**config.mk**
```make
export PLATFORM = sky130hd
export DESIGN_NAME = serial_bus_core
export DESIGN_NICKNAME = d
export VERILOG_FILES = /design/src/shared/serial_bus_pkg.sv /design/src/line_sync.sv /design/src/serial_bus_core.sv
export SDC_FILE = /design/constraint.sdc
export NUM_CORES = 1
export LEC_CHECK = 0
export ABC_AREA = 1
export ABC_CLOCK_PERIOD_IN_PS = 1900
export BUFFER_PORTS_ARGS = -buffer_cell sky130_fd_sc_hd__buf_2
export CAP_MARGIN = 25
export CORE_MARGIN = 5
export CORE_UTILIZATION = 30
export CTS_CLUSTER_DIAMETER = 120
export DETAILED_ROUTE_END_ITERATION = 16
export PLACE_DENSITY = 0.53
export SYNTH_ARGS = -nofsm -noshare
export SYNTH_HDL_FRONTEND = slang
export SYNTH_SLANG_ARGS = --single-unit
```
**constraint.sdc**
```tcl
create_clock -name clk_i -period 1.9 [get_ports clk_i]
set_input_delay 0.38 -clock clk_i [delete_from_list [all_inputs] [get_ports clk_i]]
set_output_delay 0.38 -clock clk_i [all_outputs]
set_load 0.005 [all_outputs]
```
**src/shared/serial_bus_pkg.sv**
```systemverilog
// constants, field positions and types of the two-wire serial core
// assumes a 32-bit classic wishbone bus with 16-bit registers in low bits
package serial_bus_pkg;

    // register byte offsets on the bus
    localparam logic [7:0] OFF_CONTROL   = 8'h00;
    localparam logic [7:0] OFF_STATUS    = 8'h04;
    localparam logic [7:0] OFF_RECEIVE   = 8'h08;
    localparam logic [7:0] OFF_TRANSMIT  = 8'h0c;
    localparam logic [7:0] OFF_ADDRESS   = 8'h10;
    localparam logic [7:0] OFF_RELOAD    = 8'h14;
    localparam logic [7:0] OFF_EVENT     = 8'h18;
    localparam logic [7:0] OFF_EVENT_EN  = 8'h1c;
    localparam logic [7:0] OFF_EVENT_CLR = 8'h20;

    // control register fields
    localparam int CTL_ENABLE    = 15;
    localparam int CTL_IDLE_HALT = 13;
    localparam int CTL_RELEASE   = 12;
    localparam int CTL_TEN_BIT   = 10;
    localparam int CTL_STRETCH   = 6;
    localparam logic [15:0] CONTROL_RESET = 16'h1000;
    localparam logic [15:0] CONTROL_WMASK = 16'hbfff;

    // status register fields, low six are read-only
    localparam int ST_RX_FULL = 0;
    localparam int ST_TX_FULL = 1;
    localparam int ST_READ    = 2;
    localparam int ST_START   = 3;
    localparam int ST_STOP    = 4;
    localparam int ST_TEN     = 5;
    localparam int ST_RX_OVF  = 6;
    localparam logic [9:0] STATUS_RW_RESET = 10'h000;

    // event bits for the interrupt registers
    localparam int EV_RX   = 0;
    localparam int EV_TX   = 1;
    localparam int EV_STOP = 2;
    localparam int EV_W    = 3;

    // other reset values and codes
    localparam logic [15:0] RELOAD_RESET  = 16'h0000;
    localparam logic [9:0]  ADDRESS_RESET = 10'h000;
    localparam logic [7:0]  BYTE_RESET    = 8'h00;
    localparam logic [4:0]  TEN_HEADER    = 5'h1e;
    localparam logic [2:0]  LAST_BIT      = 3'h7;

    // slave sequencing states
    typedef enum logic [2:0] {
        S_IDLE     = 3'b000,
        S_ADDR     = 3'b001,
        S_ADDR_LO  = 3'b010,
        S_ACK_ADDR = 3'b011,
        S_RX       = 3'b100,
        S_ACK_DATA = 3'b101,
        S_TX       = 3'b110,
        S_TX_ACK   = 3'b111
    } slave_state_t;

    // the two bus lines travel together
    typedef struct packed {
        logic scl;
        logic sda;
    } line_pair_t;

endpackage : serial_bus_pkg

```
**src/line_sync.sv**
```systemverilog
// two-flop synchroniser for the clock and data lines of the serial bus
// assumes the lines idle high and arrive from outside the clock domain
`timescale 1ns/1ps
module line_sync
    import serial_bus_pkg::*;
(
    // clock and reset
    input  wire logic       clk_i,
    input  wire logic       rst_i,
    // raw and synchronised lines
    input  wire line_pair_t async_i,
    output line_pair_t      sync_o
);

    logic [1:0] raw;   // raw lines as bits
    logic [1:0] meta;  // first stage, read only by second
    logic [1:0] held;  // second stage, safe to use

    assign raw = async_i;

    // one pair of flops per line
    for (genvar i = 0; i < 2; i++) begin : g_line
        always_ff @(posedge clk_i) begin
            if (rst_i) begin
                meta[i] <= 1'b1;
                held[i] <= 1'b1;
            end else begin
                meta[i] <= raw[i];
                held[i] <= meta[i];
            end
        end
    end

    assign sync_o = held;

endmodule : line_sync

```
**src/serial_bus_core.sv**
```systemverilog
// register core and slave sequencer of a two-wire serial peripheral
// assumes classic wishbone on clk_i and an open-drain bus outside
// Functional notes
// - shift register hidden from software
// - full byte moves to buffer, pulses
// - software reads received bytes from buffer
// - software writes bytes to transmit register
// - own slave address held in register
// - status flag shows ten-bit addressing
// - reload register sets bit-rate counter count
// - control register readable, writable except bit 14
// - low six status bits read-only
// - release bit frees clock, zero stretches
// - with stretch enable, software writes release
// - hardware clears release at transmit start
// - hardware clears release after reception
`timescale 1ns/1ps
module serial_bus_core
    import serial_bus_pkg::*;
(
    // clock and reset
    input  wire logic        clk_i,
    input  wire logic        rst_i,
    // wishbone slave
    input  wire logic        wb_cyc_i,
    input  wire logic        wb_stb_i,
    input  wire logic        wb_we_i,
    input  wire logic [7:0]  wb_adr_i,
    input  wire logic [3:0]  wb_sel_i,
    input  wire logic [31:0] wb_dat_i,
    output logic             wb_ack_o,
    output logic [31:0]      wb_dat_o,
    // processor state and interrupt
    input  wire logic        idle_i,
    output logic             irq_o,
    // serial bus pins, open drain
    input  wire logic        serial_clock_pin_i,
    output logic             serial_clock_pin_o,
    output logic             serial_clock_pin_oe_o,
    input  wire logic        serial_data_pin_i,
    output logic             serial_data_pin_o,
    output logic             serial_data_pin_oe_o,
    output logic             pins_enable_o
);

    // bus request decode
    logic        req;          // new access this cycle
    logic        wr;           // new write
    logic        rd;           // new read
    logic [15:0] read_mux;     // selected read value
    logic [15:0] status_merge; // status after a write
    logic [15:0] addr_merge;   // own address after a write

    // software registers
    logic [15:0] serial_bus_control;
    logic [9:0]  status_rw;        // writable status bits 15:6
    logic [7:0]  receive_buffer;
    logic [7:0]  transmit_holding;
    logic [9:0]  own_slave_address;
    logic [15:0] bit_rate_reload;
    logic [EV_W-1:0] ev_status;    // sticky events
    logic [EV_W-1:0] ev_enable;    // event mask
    logic        rx_full;
    logic        tx_full;

    // slave sequencer state
    slave_state_t state;
    logic [7:0]  bit_shift_register;
    logic [2:0]  bit_cnt;
    logic        ack_phase;        // ack bit being driven
    logic        ten_done;         // second address byte received, match or not
    logic        read_dir;         // master reads from us
    logic        start_seen;
    logic        stop_seen;
    logic        rx_pulse;         // byte landed in buffer
    logic        tx_pulse;         // byte loaded for sending
    logic        stop_pulse;       // stop seen while sequencer not in S_IDLE
    logic        rel_clr;          // hardware clear of release

    // line sampling and edges
    line_pair_t  lines_raw;
    line_pair_t  lines;
    line_pair_t  lines_q;
    logic        scl_rise;
    logic        scl_fall;
    logic        start_cond;
    logic        stop_cond;
    logic        active;
    logic [7:0]  next_byte;        // shifter with new bit
    logic        drive_low;        // we want data low
    logic        ten_mode;

    // data output hold timing
    logic [15:0] bit_rate_counter;
    logic        hold_pend;
    logic        hold_done;

    // both lines cross into clk_i before any logic looks at them
    assign lines_raw.scl = serial_clock_pin_i;
    assign lines_raw.sda = serial_data_pin_i;

    line_sync u_sync (
        .clk_i   (clk_i),
        .rst_i   (rst_i),
        .async_i (lines_raw),
        .sync_o  (lines)
    );

    // previous sample for edge finding
    always_ff @(posedge clk_i) begin
        if (rst_i) begin
            lines_q <= '1;
        end else begin
            lines_q <= lines;
        end
    end

    assign scl_rise   = lines.scl & ~lines_q.scl;
    assign scl_fall   = ~lines.scl & lines_q.scl;
    assign start_cond = lines.scl & lines_q.scl & lines_q.sda & ~lines.sda;
    assign stop_cond  = lines.scl & lines_q.scl & ~lines_q.sda & lines.sda;
    assign next_byte  = {bit_shift_register[6:0], lines.sda};
    assign ten_mode   = serial_bus_control[CTL_TEN_BIT];

    assign active = serial_bus_control[CTL_ENABLE]
                  & ~(serial_bus_control[CTL_IDLE_HALT] & idle_i);

    // ack bits and transmit data pull the line low
    assign drive_low = ((state == S_ACK_ADDR || state == S_ACK_DATA)
                        && ack_phase)
                     || (state == S_TX && !bit_shift_register[7]);

    // wishbone decode, one access per ack
    assign req = wb_cyc_i & wb_stb_i & ~wb_ack_o;
    assign wr  = req & wb_we_i;
    assign rd  = req & ~wb_we_i;

    // merge a write into a 16-bit register by byte lanes
    function automatic logic [15:0] lane_merge(input logic [15:0] old,
                                               input logic [31:0] data,
                                               input logic [3:0]  sel);
        logic [15:0] res;
        res = old;
        if (sel[0]) res[7:0] = data[7:0];
        if (sel[1]) res[15:8] = data[15:8];
        return res;
    endfunction : lane_merge

    // merged values, cut back to register width where they are used
    assign status_merge = lane_merge({status_rw, 6'h00}, wb_dat_i, wb_sel_i);
    assign addr_merge   = lane_merge({6'h00, own_slave_address}, wb_dat_i,
                                     wb_sel_i);

    // read multiplexer; shift register has no address at all
    always_comb begin
        if (wb_adr_i == OFF_CONTROL) begin
            read_mux = serial_bus_control;
        end else if (wb_adr_i == OFF_STATUS) begin
            read_mux = {status_rw, ten_mode & ten_done, stop_seen,
                        start_seen, read_dir, tx_full, rx_full};
        end else if (wb_adr_i == OFF_RECEIVE) begin
            read_mux = {8'h00, receive_buffer};
        end else if (wb_adr_i == OFF_TRANSMIT) begin
            read_mux = {8'h00, transmit_holding};
        end else if (wb_adr_i == OFF_ADDRESS) begin
            read_mux = {6'h00, own_slave_address};
        end else if (wb_adr_i == OFF_RELOAD) begin
            read_mux = bit_rate_reload;
        end else if (wb_adr_i == OFF_EVENT) begin
            read_mux = {13'h0000, ev_status};
        end else if (wb_adr_i == OFF_EVENT_EN) begin
            read_mux = {13'h0000, ev_enable};
        end else begin
            // clear register and holes read zero
            read_mux = 16'h0000;
        end
    end

    // bus answer, one cycle after the request is seen
    always_ff @(posedge clk_i) begin
        if (rst_i) begin
            wb_ack_o <= 1'b0;
            wb_dat_o <= 32'h00000000;
        end else begin
            wb_ack_o <= req;
            if (rd) begin
                wb_dat_o <= {16'h0000, read_mux};
            end
        end
    end

    // control register
    always_ff @(posedge clk_i) begin
        if (rst_i) begin
            serial_bus_control <= CONTROL_RESET;
        end else begin
            if (wr && wb_adr_i == OFF_CONTROL) begin
                serial_bus_control <= lane_merge(serial_bus_control,
                                      wb_dat_i, wb_sel_i) & CONTROL_WMASK;
                // zero only takes when stretching is enabled
                if (!serial_bus_control[CTL_STRETCH] && wb_sel_i[1]
                    && !wb_dat_i[CTL_RELEASE]) begin
                    serial_bus_control[CTL_RELEASE] <=
                        serial_bus_control[CTL_RELEASE];
                end
            end
            // hardware clear beats a same-cycle write
            if (rel_clr) begin
                serial_bus_control[CTL_RELEASE] <= 1'b0;
            end
        end
    end

    // writable upper status bits, overflow set wins over a write
    always_ff @(posedge clk_i) begin
        if (rst_i) begin
            status_rw <= STATUS_RW_RESET;
        end else begin
            if (wr && wb_adr_i == OFF_STATUS) begin
                status_rw <= status_merge[15:6];
            end
            if (rx_pulse && rx_full) begin
                status_rw[ST_RX_OVF-6] <= 1'b1;
            end
        end
    end

    // plain configuration and data registers
    always_ff @(posedge clk_i) begin
        if (rst_i) begin
            transmit_holding  <= BYTE_RESET;
            own_slave_address <= ADDRESS_RESET;
            bit_rate_reload   <= RELOAD_RESET;
            ev_enable         <= '0;
        end else begin
            if (wr && wb_adr_i == OFF_TRANSMIT && wb_sel_i[0]) begin
                transmit_holding <= wb_dat_i[7:0];
            end
            if (wr && wb_adr_i == OFF_ADDRESS) begin
                own_slave_address <= addr_merge[9:0];
            end
            if (wr && wb_adr_i == OFF_RELOAD) begin
                bit_rate_reload <= lane_merge(bit_rate_reload, wb_dat_i,
                                              wb_sel_i);
            end
            if (wr && wb_adr_i == OFF_EVENT_EN && wb_sel_i[0]) begin
                ev_enable <= wb_dat_i[EV_W-1:0];
            end
        end
    end

    // buffer flags; receive: hardware set wins over read clear, transmit: write set wins over hardware clear
    always_ff @(posedge clk_i) begin
        if (rst_i) begin
            rx_full <= 1'b0;
            tx_full <= 1'b0;
        end else begin
            if (rd && wb_adr_i == OFF_RECEIVE) begin
                rx_full <= 1'b0;
            end
            if (rx_pulse) begin
                rx_full <= 1'b1;
            end
            if (tx_pulse) begin
                tx_full <= 1'b0;
            end
            if (wr && wb_adr_i == OFF_TRANSMIT && wb_sel_i[0]) begin
                tx_full <= 1'b1;
            end
        end
    end

    // sticky events and interrupt level
    always_ff @(posedge clk_i) begin
        if (rst_i) begin
            ev_status <= '0;
            irq_o     <= 1'b0;
        end else begin
            if (wr && wb_adr_i == OFF_EVENT_CLR && wb_sel_i[0]) begin
                ev_status <= ev_status & ~wb_dat_i[EV_W-1:0]
                           | {stop_pulse, tx_pulse, rx_pulse};
            end else begin
                ev_status <= ev_status | {stop_pulse, tx_pulse, rx_pulse};
            end
            irq_o <= |(ev_status & ev_enable);
        end
    end

    // slave sequencer, advanced by sampled clock-line edges
    always_ff @(posedge clk_i) begin
        if (rst_i) begin
            state              <= S_IDLE;
            bit_shift_register <= BYTE_RESET;
            receive_buffer     <= BYTE_RESET;
            bit_cnt            <= 3'h0;
            ack_phase          <= 1'b0;
            ten_done           <= 1'b0;
            read_dir           <= 1'b0;
            start_seen         <= 1'b0;
            stop_seen          <= 1'b0;
            rx_pulse           <= 1'b0;
            tx_pulse           <= 1'b0;
            stop_pulse         <= 1'b0;
            rel_clr            <= 1'b0;
        end else begin
            rx_pulse   <= 1'b0;
            tx_pulse   <= 1'b0;
            stop_pulse <= 1'b0;
            rel_clr    <= 1'b0;
            if (!serial_bus_control[CTL_ENABLE]) begin
                state <= S_IDLE;
            end else if (!active) begin
                // halted in idle: sequencer state and registers hold, pulses clear
                state <= state;
            end else if (start_cond) begin
                state      <= S_ADDR;
                bit_cnt    <= 3'h0;
                ten_done   <= 1'b0;
                start_seen <= 1'b1;
                stop_seen  <= 1'b0;
            end else if (stop_cond) begin
                stop_pulse <= (state != S_IDLE);
                state      <= S_IDLE;
                stop_seen  <= 1'b1;
                start_seen <= 1'b0;
            end else begin
                case (state)
                    S_ADDR, S_ADDR_LO, S_RX: begin
                        if (scl_rise) begin
                            bit_shift_register <= next_byte;
                            bit_cnt            <= bit_cnt + 3'h1;
                            ack_phase          <= 1'b0;
                            if (bit_cnt == LAST_BIT) begin
                                if (state == S_RX) begin
                                    receive_buffer <= next_byte;
                                    rx_pulse       <= 1'b1;
                                    state          <= S_ACK_DATA;
                                    rel_clr <= serial_bus_control[CTL_STRETCH];
                                end else if (state == S_ADDR_LO) begin
                                    ten_done <= 1'b1;
                                    state <= (next_byte ==
                                              own_slave_address[7:0])
                                             ? S_ACK_ADDR : S_IDLE;
                                end else if (ten_mode) begin
                                    read_dir <= next_byte[0];
                                    state <= (next_byte[7:1] == {TEN_HEADER,
                                              own_slave_address[9:8]})
                                             ? S_ACK_ADDR : S_IDLE;
                                end else begin
                                    read_dir <= next_byte[0];
                                    state <= (next_byte[7:1] ==
                                              own_slave_address[6:0])
                                             ? S_ACK_ADDR : S_IDLE;
                                end
                            end
                        end
                    end
                    S_ACK_ADDR, S_ACK_DATA: begin
                        // first fall drives ack, second ends it
                        if (scl_fall && !ack_phase) begin
                            ack_phase <= 1'b1;
                        end else if (scl_fall) begin
                            ack_phase <= 1'b0;
                            bit_cnt   <= 3'h0;
                            if (state == S_ACK_ADDR && ten_mode
                                && !ten_done && !read_dir) begin
                                state <= S_ADDR_LO;
                            end else if (read_dir) begin
                                bit_shift_register <= transmit_holding;
                                tx_pulse <= 1'b1;
                                rel_clr  <= serial_bus_control[CTL_STRETCH];
                                state    <= S_TX;
                            end else begin
                                state <= S_RX;
                            end
                        end
                    end
                    S_TX: begin
                        // bits change after falls, eight in all
                        if (scl_fall) begin
                            if (bit_cnt == LAST_BIT) begin
                                state <= S_TX_ACK;
                            end else begin
                                bit_shift_register <=
                                    {bit_shift_register[6:0], 1'b0};
                                bit_cnt <= bit_cnt + 3'h1;
                            end
                        end
                    end
                    S_TX_ACK: begin
                        // master nack ends the read
                        if (scl_rise && lines.sda) begin
                            state <= S_IDLE;
                        end else if (scl_fall) begin
                            bit_shift_register <= transmit_holding;
                            bit_cnt  <= 3'h0;
                            tx_pulse <= 1'b1;
                            rel_clr  <= serial_bus_control[CTL_STRETCH];
                            state    <= S_TX;
                        end
                    end
                    default: begin
                        state <= S_IDLE;
                    end
                endcase
            end
        end
    end

    // data hold after each clock fall, counted from the reload value
    always_ff @(posedge clk_i) begin
        if (rst_i) begin
            bit_rate_counter <= RELOAD_RESET;
            hold_pend        <= 1'b0;
        end else if (active && scl_fall) begin
            bit_rate_counter <= bit_rate_reload;
            hold_pend        <= 1'b1;
        end else if (hold_pend && bit_rate_counter != 16'h0000) begin
            bit_rate_counter <= bit_rate_counter - 16'h0001;
        end else begin
            hold_pend <= 1'b0;
        end
    end

    assign hold_done = hold_pend && bit_rate_counter == 16'h0000;

    // pin drivers; open drain so the driven level is always low
    always_ff @(posedge clk_i) begin
        if (rst_i) begin
            serial_clock_pin_o    <= 1'b0;
            serial_clock_pin_oe_o <= 1'b0;
            serial_data_pin_o     <= 1'b0;
            serial_data_pin_oe_o  <= 1'b0;
            pins_enable_o         <= 1'b0;
        end else begin
            serial_clock_pin_o <= 1'b0;
            serial_data_pin_o  <= 1'b0;
            pins_enable_o <= serial_bus_control[CTL_ENABLE];
            // clock held while release is zero
            serial_clock_pin_oe_o <= serial_bus_control[CTL_ENABLE]
                                   & ~serial_bus_control[CTL_RELEASE];
            if (!serial_bus_control[CTL_ENABLE]) begin
                serial_data_pin_oe_o <= 1'b0;
            end else if (hold_done) begin
                serial_data_pin_oe_o <= drive_low;
            end
        end
    end

endmodule : serial_bus_core

```
==> metrics.yaml <==
status: "complete, no violations"
r2r_end: "bit_rate_counter[9]"
setup_viol: 0
synth-seq-cells: 142
final_layout_size_suffix_gt1_share_pct: 17.4
regToRegStartpoint: "bit_rate_counter[0]"
startpoint_type: "register"
power_mw: 6.41
synth.cell_area_sq_um: 6990
hp-start: "serial_clock_pin_i"
reg2reg_depth: 10
grt_pass1_vias: 6371
synthSimpleGateAreaFrac_pct: 26.8
synth_compound_area_share_pct: 20.1
coreArea_sq_um: 22800
die_width_microns: 163
ff2ff_setup_slack_ns: 0.17
hold_slack_ns: 0.131
rows: 55
dieArea_sq_um: 26500
finClkSkew_ns: 0.0102
critPathArrivalTime_ns: 2.02
synth_fa_ha_area_share_pct: 0.537
wire_per_inst_microns: 15.1
ctsHoldBuffers: 0
htree_levels: 4
synth_common_cells: "177 x nand2_1, 142 x dfxtp_1, 121 x nor2_1"
num_vias: 6726
cts_max_path_buffers: 2
cts.sinks: 142
die_h_microns: 163
p_per_area_nw_per_um2: 754
yosysTopAreaCellShare_pct: 40.7
yosys_most_used_dff: "dfxtp_1"
synth_mux_area_share_pct: 0.143
max_freq_mhz: 579
track_usage_pct: 16.3
path_class: "register to register"
start_util_pct: 30.7
synth_top_family_by_area: "simple AND/OR/NAND/NOR gates"
worstSkewPairLatency_ns: 0.43
ios: 91
place_inst: 1386
hold_path_end: "u_sync.meta[1]"
final.setup.worst_slack_ns: 0.172
hold_path.class: "primary input to register"
synth_xor_xnor_area_share_pct: 1.63
yosysMostFrequentCell: "nand2_1"
synth_cell_types: 44
final_cells: 1417
cts_root_buf: "clkbuf_16"
maxCapViolations: 0
slew_viol_final: 0
path_cells: "inv_1, ha_4, nand3_2, nor3_4, nand2_2, nand3_4, buf_4, nor2_1, a21oi_1, a21oi_1"
cp_max_fo: 4
dp_hpwl_microns: 15900
fillers: 2432
hold_viol_final: 0
antenna_found_initial: 0
port_buffers: 54
antenna_left: 0
cts_buffers: 17
area_growth_pct: 21.6
grt_max_degree: 73
syn_area_per_cell_sq_um: 6.98
antenna_cells: 0
clk_pin_slew_ns: 0.06
crit_top_cell: "a21oi_1"
fin_nets: 1148
routed_wl_microns: 21400
fin_crit_sh_pct: 91.0
place.gp.congestion: 0.870
place_ws_ns: -0.0270
syn-instance-count: 1001
cp_slowest_stage_delay_ns: 0.31
end_kind: "register"
slowest_stage: "dfxtp_1"
async_flop_share_pct: 0
synth_warnings: 0
cts_tree: "built"
vias_per_cell: 4.75
grt_pass1_wl_microns: 34100
yosysSeqAreaShare_pct: 40.7
p_leak_nw: 3.52
rsz0062_at_grt: "false"
grt_overflow: 0
min_period_ns: 1.73
drt_iter0_drc: 375
synth-edff-count: 0
yosys.area.top_type: "dfxtp_1"
hold_depth: 2
drc: 0
critPathRequiredTime_ns: 2.19
first_pass_iters: 6
ys_top_cells_by_area: "dfxtp_1 41%, nand2_1 9.5%, o21ai_0 8.0%"
ir_drop_mv: 0.697
[layout make-up]
class / count / area (sq um) / area share [%]
multi-input combinational: 716 / 3580 / 42.1
sequential: 142 / 2850 / 33.5
timing repair buffer: 107 / 718 / 8.45
clock buffer: 21 / 460 / 5.42
inverter: 108 / 409 / 4.81
tap: 313 / 392 / 4.61
clock inverter: 9 / 88.8 / 1.05
timing repair inverter: 1 / 7.51 / 0.0883
[sequential cells by signal, indices dropped and copies added, names as in the netlist, 3 cells and up]
register	flops
bit_rate_counter	16
bit_rate_reload	16
wb_dat_o	16
serial_bus_control	15
own_slave_address	10
status_rw	10
bit_shift_register	8
receive_buffer	8
transmit_holding	8
bit_cnt	3
ev_enable	3
ev_status	3
state	3
[kinds of logic (layout without fill, tap and decap cells)]
kind of cell	Yosys count	in the layout
DFF	142	142
other	1	18
muxes	1	1
buffers and inverters	160	246
adders and majority gates	3	3
and+or+nand+nor	418	418
xor gates and xnor gates	13	13
AOI/OAI and AO/OA	263	263
[power by group]
group / switching, mW / internal (mW)
sequential: 0.00798 / 2.99
combinational: 0.179 / 0.0833
clock: 1.29 / 1.86
total: 1.48 / 4.93
[routing by layer]
metal	GRT usage (%)	routed length, microns
met4	4.31	304
met1	23.3	10600
met3	3.09	1100
met5	0	0
met2	25.2	9470
[worst max-delay path: cells and delay by family, from the launching register on]
family | cells | cell delay, ns
AOI/OAI and AO/OA | 2 | 0.18
adders and majority gates | 1 | 0.18
buffers and inverters | 2 | 0.30
DFF | 1 | 0.31
and+or+nand+nor | 5 | 0.64
[how the worst max path moves through the flow]
stage                                    from                     end  slack (ns)  depth (start not counted)
after CTS                 bit_rate_counter[0]     bit_rate_counter[2]        0.08                          9
after floorplan                   wb_adr_i[7]     bit_rate_reload[11]        0.21                          9
final                     bit_rate_counter[0]     bit_rate_counter[9]        0.17                         10
after global routing      bit_rate_counter[0]    bit_rate_counter[14]       0.001                         10
after detailed placement          wb_adr_i[1]            status_rw[7]       -0.03                          9
after global placement            wb_adr_i[1]  serial_bus_control[10]       0.006                         10
[timing repair]
item	in CTS	in global routing
buffers inserted	0	0
endpoints found under the hold margin	0	0
endpoints found under the setup margin	0	22
gates resized for setup	0	19
[metrics by stage]
stage,area (sq um),util (%),TNS [ns]
3_5_place_dp,7870,34.5,-0.107
3_3_place_gp,7870,34.5,0
5_1_grt,8500,37.3,0
6_report,8500,37.3,0
2_1_floorplan,7050,-,0
4_1_cts,8420,36.9,0
[cells in the final DEF (no fill, tap or decap), types with 17 or more instances in the layout]
master / netlist / final
nand3_1: 68 / 66
nand2_1: 177 / 174
nor2_1: 121 / 120
buf_2: 6 / 54
buf_4: 23 / 49
o21ai_0: 112 / 112
inv_1: 95 / 93
dfxtp_1: 142 / 140
a21oi_1: 105 / 104
conb_1: 1 / 18
clkbuf_16: 0 / 17
No activity file was read; power rests on OpenSTA's default activity.
